==> config.mk <==
export PLATFORM = sky130hd
export DESIGN_NAME = ssw_supervisor
export DESIGN_NICKNAME = d
export VERILOG_FILES = /design/src/ssw_pkg.sv /design/src/ssw_tick_if.sv /design/src/ssw_supervisor.sv /design/src/ssw_timebase.sv
export SDC_FILE = /design/constraint.sdc
export NUM_CORES = 1
export LEC_CHECK = 0
export ABC_CLOCK_PERIOD_IN_PS = 4550
export BUFFER_PORTS_ARGS = -buffer_cell sky130_fd_sc_hd__buf_4
export CORE_MARGIN = 3
export CORE_UTILIZATION = 51
export DETAILED_ROUTE_END_ITERATION = 8
export PLACE_DENSITY = 0.76
export SETUP_SLACK_MARGIN = 0.15
export SYNTH_ARGS = -nofsm -noshare
export SYNTH_HDL_FRONTEND = slang
export SYNTH_HIERARCHICAL = 1
export SYNTH_SLANG_ARGS = --single-unit
export TNS_END_PERCENT = 1
==> constraint.sdc <==
create_clock -name clk_i -period 4.55 [get_ports clk_i]
set_input_delay 0.455 -clock clk_i [delete_from_list [all_inputs] [get_ports clk_i]]
set_output_delay 0.455 -clock clk_i [all_outputs]
set_load 0.1 [all_outputs]
==> src/ssw_pkg.sv <==
`default_nettype none
package ssw_pkg;
  // Clock rate in Hz and the printed timing figures.
  localparam int unsigned CLK_HZ = 40000000;
  localparam int unsigned RESET_PULSE_MS = 200;
  localparam int unsigned RESET_PULSE_MIN_MS = 140;
  localparam int unsigned RESET_PULSE_MAX_MS = 280;
  localparam int unsigned WD_TIMEOUT_MS = 1600;
  localparam int unsigned WD_TIMEOUT_MIN_MS = 1000;
  localparam int unsigned WD_TIMEOUT_MAX_MS = 2250;
  // Timebase tick period in microseconds; counters count ticks.
  localparam int unsigned TICK_US = 1000;
  localparam int unsigned TICK_CYCLES = CLK_HZ / 1000000 * TICK_US;
  localparam int unsigned RESET_TICKS = RESET_PULSE_MS * 1000 / TICK_US;
  localparam int unsigned WD_TICKS = WD_TIMEOUT_MS * 1000 / TICK_US;
  // Reset output style.
  typedef enum logic [1:0] {
    SSW_RST_HIGH_ONLY,
    SSW_RST_LOW_ONLY,
    SSW_RST_BOTH
  } ssw_rst_style_type;
  typedef enum logic [1:0] {
    SSW_HOLD,
    SSW_DELAY,
    SSW_RUN
  } ssw_state_type;
endpackage
`default_nettype wire

==> src/ssw_tick_if.sv <==
`default_nettype none
interface ssw_tick_if;
  logic tick;
  logic run;
  modport src (input run, output tick);
  modport dst (output run, input tick);
endinterface
`default_nettype wire

==> src/ssw_supervisor.sv <==
`default_nettype none
module ssw_supervisor #(
  parameter int unsigned      RESET_TICKS  = ssw_pkg::RESET_TICKS,
  parameter int unsigned      WD_TICKS     = ssw_pkg::WD_TICKS,
  parameter int unsigned      TICK_CYCLES  = ssw_pkg::TICK_CYCLES,
  parameter bit               HAS_DISABLE  = 1'b1,
  parameter ssw_pkg::ssw_rst_style_type RST_STYLE = ssw_pkg::SSW_RST_BOTH
) (
  input  wire logic clk_i,
  input  wire logic resetn_i,
  input  wire logic supply_low_i,
  input  wire logic manual_reset_n_i,
  input  wire logic powerfail_below_i,
  input  wire logic watchdog_kick_in_i,
  input  wire logic watchdog_kick_float_i,
  output var  logic reset_o,
  output var  logic reset_n_o,
  output var  logic powerfail_warn_n_o,
  output var  logic watchdog_expired_n_o
);
  // ----------------------------------------------------------------------
  // Timebase.
  // ----------------------------------------------------------------------
  ssw_tick_if tb_if ();
  assign tb_if.run = 1'b1;

  ssw_timebase #(
    .DIV (TICK_CYCLES)
  ) u_timebase (
    .clk_i    (clk_i),
    .resetn_i (resetn_i),
    .tb       (tb_if.src)
  );

  // ----------------------------------------------------------------------
  // Reset generator.
  // ----------------------------------------------------------------------
  ssw_pkg::ssw_state_type state;
  ssw_pkg::ssw_state_type next_state;
  logic [31:0]            rst_cnt;
  logic [31:0]            next_rst_cnt;
  logic                   rst_cause;
  logic                   rst_active;

  // Manual reset starts a reset like undervoltage but leaves the expiry output high; bounce just extends hold.
  assign rst_cause = supply_low_i || !manual_reset_n_i;

  always_comb
  begin
    next_state = state;
    next_rst_cnt = rst_cnt;
    case (state)
      ssw_pkg::SSW_HOLD:
      begin
        next_rst_cnt = 32'h00000000;
        if (!rst_cause)
        begin
          next_state = ssw_pkg::SSW_DELAY;
        end
      end
      ssw_pkg::SSW_DELAY:
      begin
        if (tb_if.tick)
        begin
          next_rst_cnt = rst_cnt + 32'h00000001;
        end
        if (rst_cause)
        begin
          next_state = ssw_pkg::SSW_HOLD;
          next_rst_cnt = 32'h00000000;
        end
        else if (rst_cnt >= RESET_TICKS)
        begin
          next_state = ssw_pkg::SSW_RUN;
        end
      end
      ssw_pkg::SSW_RUN:
      begin
        if (rst_cause)
        begin
          next_state = ssw_pkg::SSW_HOLD;
        end
      end
      default:
      begin
        next_state = ssw_pkg::SSW_HOLD;
      end
    endcase
  end

  always_ff @(posedge clk_i)
  begin
    if (!resetn_i)
    begin
      state <= ssw_pkg::SSW_HOLD;
      rst_cnt <= 32'h00000000;
    end
    else
    begin
      state <= next_state;
      rst_cnt <= next_rst_cnt;
    end
  end

  assign rst_active = (state != ssw_pkg::SSW_RUN);

  // ----------------------------------------------------------------------
  // Watchdog.
  // ----------------------------------------------------------------------
  logic        kick_prev;
  logic        kick_edge;
  logic        wd_stopped;
  logic [31:0] wd_cnt;
  logic [31:0] next_wd_cnt;
  logic        wd_timeout;
  logic        next_wd_timeout;

  assign kick_edge = watchdog_kick_in_i != kick_prev;
  // A floating kick pin freezes the count; an expiry already shown stays
  // until a kick edge or a reset ends it.
  assign wd_stopped = HAS_DISABLE && watchdog_kick_float_i;

  always_comb
  begin
    next_wd_cnt = wd_cnt;
    next_wd_timeout = wd_timeout;
    if (rst_active || kick_edge)
    begin
      next_wd_cnt = 32'h00000000;
      next_wd_timeout = 1'b0;
    end
    else if (!wd_stopped && tb_if.tick)
    begin
      if (wd_cnt + 32'h00000001 >= WD_TICKS)
      begin
        next_wd_timeout = 1'b1;
      end
      else
      begin
        next_wd_cnt = wd_cnt + 32'h00000001;
      end
    end
  end

  always_ff @(posedge clk_i)
  begin
    if (!resetn_i)
    begin
      kick_prev <= 1'b0;
      wd_cnt <= 32'h00000000;
      wd_timeout <= 1'b0;
    end
    else
    begin
      kick_prev <= watchdog_kick_in_i;
      wd_cnt <= next_wd_cnt;
      wd_timeout <= next_wd_timeout;
    end
  end

  // ----------------------------------------------------------------------
  // Output registers.
  // ----------------------------------------------------------------------
  logic next_reset;
  logic next_reset_n;
  logic next_wdo_n;
  logic next_pfo_n;

  // Which reset pins a variant drives; an unused pin sits at its idle level once resetn_i is high (resetn_i low asserts both).
  function automatic logic style_has_high(input ssw_pkg::ssw_rst_style_type style);
    return style != ssw_pkg::SSW_RST_LOW_ONLY;
  endfunction

  function automatic logic style_has_low(input ssw_pkg::ssw_rst_style_type style);
    return style != ssw_pkg::SSW_RST_HIGH_ONLY;
  endfunction

  always_comb
  begin
    next_reset = 1'b0;
    next_reset_n = 1'b1;
    if (style_has_high(RST_STYLE))
    begin
      next_reset = rst_active;
    end
    if (style_has_low(RST_STYLE))
    begin
      next_reset_n = !rst_active;
    end
    next_wdo_n = !(wd_timeout || supply_low_i);
    next_pfo_n = !powerfail_below_i;
  end

  always_ff @(posedge clk_i)
  begin
    if (!resetn_i)
    begin
      reset_o <= 1'b1;
      reset_n_o <= 1'b0;
      watchdog_expired_n_o <= 1'b1;
      powerfail_warn_n_o <= 1'b1;
    end
    else
    begin
      reset_o <= next_reset;
      reset_n_o <= next_reset_n;
      watchdog_expired_n_o <= next_wdo_n;
      powerfail_warn_n_o <= next_pfo_n;
    end
  end
endmodule
`default_nettype wire

==> src/ssw_timebase.sv <==
`default_nettype none
module ssw_timebase #(
  parameter int unsigned DIV = ssw_pkg::TICK_CYCLES
) (
  input  wire logic clk_i,
  input  wire logic resetn_i,
  ssw_tick_if.src   tb
);
  // ----------------------------------------------------------------------
  // Free-running divider producing a one-cycle tick.
  // ----------------------------------------------------------------------
  logic [31:0] cnt;
  logic [31:0] next_cnt;
  logic        next_tick;

  always_comb
  begin
    next_cnt = cnt + 32'h00000001;
    next_tick = 1'b0;
    if (cnt >= DIV - 1)
    begin
      next_cnt = 32'h00000000;
      next_tick = tb.run;
    end
  end

  always_ff @(posedge clk_i)
  begin
    if (!resetn_i)
    begin
      cnt <= 32'h00000000;
      tb.tick <= 1'b0;
    end
    else
    begin
      cnt <= next_cnt;
      tb.tick <= next_tick;
    end
  end
endmodule
`default_nettype wire

==> qor.csv <==
stage;metric;value;unit
setup_path;reg2reg end;wd_cnt[28]$_SDFFE_PP0P_;
synthesis;synthesized area per cell;9.021;um2
power_and_ir_drop;cell-internal power;1219;uW
clock_tree;CTS Buffer Depth;2;
placement;gpl congestion;0.8573;
global_route;pin count of the biggest net entering global routing;31;
layout;number of diodes;0;
floorplan;num ports;11;
layout;Layout area overhead;7.274;%
layout;Multi-input gate area;2735;um2
global_route;vias in the first global route;3743;
clock_tree;post-cts gate resize count;0;
timing;Worst Max-Slew Pin Slew;1.220;ns
setup_path;r2r startpoint;wd_cnt[0]$_SDFFE_PP0P_;
setup_path;worst path required time;4.78;ns
power_and_ir_drop;register share of total power;0.594;
power_and_ir_drop;Combinational Power Share;0.020;
route;Via Count;4021;
synthesis;Yosys Warn Count;6;
setup_path;crit-path cells;ha_1 -> nand3_1 -> nor3_1 -> o2111ai_1 -> a22oi_1 -> o2111ai_2 -> nor4_2 -> buf_4 -> nor3b_1;
worst_hold_path;Hold Crit Start;powerfail_below_i;
synthesis;Post-synth EDFFs;0;
layout;fillcell total;836;
route;Final ANT Viol Nets;0;
placement;area post-placement;5141;um2
setup_path;Crit. path cell count;9;
route;vias per inst;5.712;
setup_path;path type of the worst setup path;reg -> reg;
route;final wirelength;9.632;mm
worst_hold_path;hold depth;2;
setup_path;Buf+Inv Stages, Crit Path;1;
timing;crit share post-route;0.6918;
power_and_ir_drop;clock network power share;0.386;
worst_hold_path;Hold Path End;powerfail_warn_n_o$_SDFF_PN1_;
global_route;GRT overflow;0;
clock_tree;clk_lat worst skew;0.37;ns
power_and_ir_drop;Lkg Pwr;0.001665;uW
flow_run;Max Cap Viol;0;
floorplan;die width;104.9;um
setup_path;startpoint types;flip-flop;
timing;Slew Limit Fails;0;
setup_path;Arrival @ worst endpoint;3.37;ns
clock_tree;CTS tree;done;
timing;Final setup viols;0;
timing;unrepaired setup endpoints after global routing;no;
power_and_ir_drop;Power Density;293.5;nW/um2
floorplan;core area;9371;um2
global_route;global-route wire length before repair;16.28;mm
outcome;status;finished, final reports clean;
setup_path;reg2reg setup slack;1.40;ns
floorplan;die height;104.9;um
synthesis;post-synthesis cell type count;67;
power_and_ir_drop;NetSw;352.0;uW
layout;most frequent cells in the layout;dfxtp_1, nor2_1, nand2_1;
floorplan;die area;11000;um2
timing;Achievable Freq;317.7;MHz
clock_tree;number of hold buffers added after CTS;0;
clock_tree;CTS root buffer;clkbuf_8;
global_route;gr usage total;0.1756;
layout;FF/Latch Area;2102;um2
placement;port buffer count;10;
route;Residual DRC;0;
setup_path;CP delay by family, top;simple AND/OR/NAND/NOR gates;
synthesis;FFs w/ async S/R, synth;0;
global_route;initial antenna violation count;0;
setup_path;Reg2Reg Depth;9;
timing;post-layout worst setup margin;1.402;ns
synthesis;register area share after synthesis;0.4214;
synthesis;synthesized area;4989;um2
clock_tree;clock transition at the registers of the reported paths;0.10;ns
clock_tree;Sink Count;105;
floorplan;Cell Rows;35;
clock_tree;Post-CTS Setup Bufs;0;
timing;Rel. slew slack;0.1868;
setup_path;Slowest cell on crit path;o2111ai_2;
layout;fraction of final layout cells with drive strength greater than 1;0.1009;
timing;final hold violations;0;
synthesis;Main synth FF type;dfxtp_1;
timing;Fin Setup TNS;0;ns
synthesis;Cells after Synth;553;
setup_path;Critical Path Fanout Max;21;
route;initial DRC count;186;
timing;minimum clock period;3.148;ns
setup_path;critical path's largest stage delay;0.51;ns
setup_path;crit end category;flip-flop;
floorplan;Initial Util;0.5323;
layout;nets;581;
placement;detailed placer's ending HPWL;6.687;mm
power_and_ir_drop;Net Sw Frac;0.2241;
clock_tree;htree depth;3;
placement;DP Worst Slack;1.577;ns
route;DR pass1 iterations;4;
power_and_ir_drop;Peak supply drop;0.2431;mV
worst_hold_path;Hold WC Path Type;in -> reg;
layout;Layout Cell Area excl Fill;5351;um2
layout;commonest non-fill, non-tap cell in the layout;dfxtp_1;
timing;clk_skew;0.009213;ns
route;wire per inst;13.68;um
clock_tree;CTS Buf Count;9;
synthesis;synthesis-stage register bit count;105;
==> power groups by stage <==
stage                     combinational (uW)  clock (uW)  sequential (uW)
after detailed placement                31.9           0              954
after global placement                  31.0           0              953
after global routing                    35.3         655              934
after CTS                               31.9         624              933
final                                   32.2         606              932
after floorplan                         15.7           0              960
==> registers in the layout, indices dropped and copies added, names as in the netlist, 2 cells and up <==
register	flops
wd_cnt	32
state	2
rst_cnt	32
u_timebase/cnt	32
==> kinds of logic after synthesis <==
| family | share of synthesized area |
|---|---|
| compound gates | 0.07424 |
| simple gates | 0.3436 |
| other cells | 0.001505 |
| buf+inv | 0.04239 |
| mux | 0.02608 |
| flops | 0.4214 |
| fa+ha+maj | 0.01003 |
| xor+xnor | 0.08076 |
==> cell type report <==
cell class | instances | share of cell area
clock inverters | 5 | 0.01286
inverters | 14 | 0.009820
multi-input cells | 428 | 0.5111
repair buffers | 12 | 0.01683
flip-flops and latches | 105 | 0.3928
clock buffers | 11 | 0.02642
well taps | 129 | 0.03016
==> synth_stat cells (all sizes together) (2+ instances only) <==
master / n / share of area
nor4bb: 2 / 0.0040
nor3: 23 / 0.023
dfxtp: 105 / 0.42
conb: 2 / 0.0015
nand2: 51 / 0.039
nand2b: 8 / 0.010
o2111ai: 5 / 0.010
clkbuf: 9 / 0.0073
and2: 3 / 0.0038
xnor2: 24 / 0.042
nor4: 34 / 0.061
and4: 8 / 0.015
nor3b: 18 / 0.027
xor2: 22 / 0.039
or3: 3 / 0.0038
inv: 14 / 0.011
a2bb2oi: 2 / 0.0035
nor2b: 2 / 0.0025
o311a: 3 / 0.0063
nand4: 21 / 0.031
and3: 14 / 0.018
a22oi: 2 / 0.0030
a21oi: 10 / 0.010
mux2i: 13 / 0.026
o21ai: 11 / 0.011
or2b: 5 / 0.0075
buf: 11 / 0.023
nor2: 68 / 0.051
ha: 4 / 0.010
nand3: 33 / 0.034
==> metal layers <==
layer,vias to the layer above,global-route usage,share of wire
met2,113,0.2851,0.48
met3,17,0.05127,0.054
li1,2000,-,-
met1,1891,0.2214,0.45
met4,0,0.06467,0.021
met5,-,0,0
==> metrics by stage <==
step	hold slack [ns]	total power, uW	utilization	cells
finish	0.2447	1571	0.5710	704
global route	0.2313	1624	0.5710	704
CTS	0.2275	1588	0.5710	704
detailed placement	0.4516	985.8	0.5486	688
global placement	0.4271	984.3	0.5486	688
floorplan	0.4175	976.0	-	568
==> how the worst max path moves through the flow <==
stage	start	endpoint
2_1_floorplan	wd_cnt[0]$_SDFFE_PP0P_	wd_cnt[22]$_SDFFE_PP0P_
3_3_place_gp	wd_cnt[0]$_SDFFE_PP0P_	wd_cnt[27]$_SDFFE_PP0P_
3_5_place_dp	wd_cnt[0]$_SDFFE_PP0P_	wd_cnt[28]$_SDFFE_PP0P_
4_1_cts	wd_cnt[0]$_SDFFE_PP0P_	wd_cnt[28]$_SDFFE_PP0P_
5_1_grt	wd_cnt[0]$_SDFFE_PP0P_	wd_cnt[28]$_SDFFE_PP0P_
6_report	wd_cnt[0]$_SDFFE_PP0P_	wd_cnt[28]$_SDFFE_PP0P_
==> worst register-to-register path, cell delays in order (launching register included) <==
cell       delay, ns
dfxtp_1         0.42
ha_1            0.21
nand3_1         0.30
nor3_1          0.37
o2111ai_1       0.17
a22oi_1         0.26
o2111ai_2       0.51
nor4_2          0.37
buf_4           0.29
nor3b_1         0.10
(Power assumes the default switching activity.)
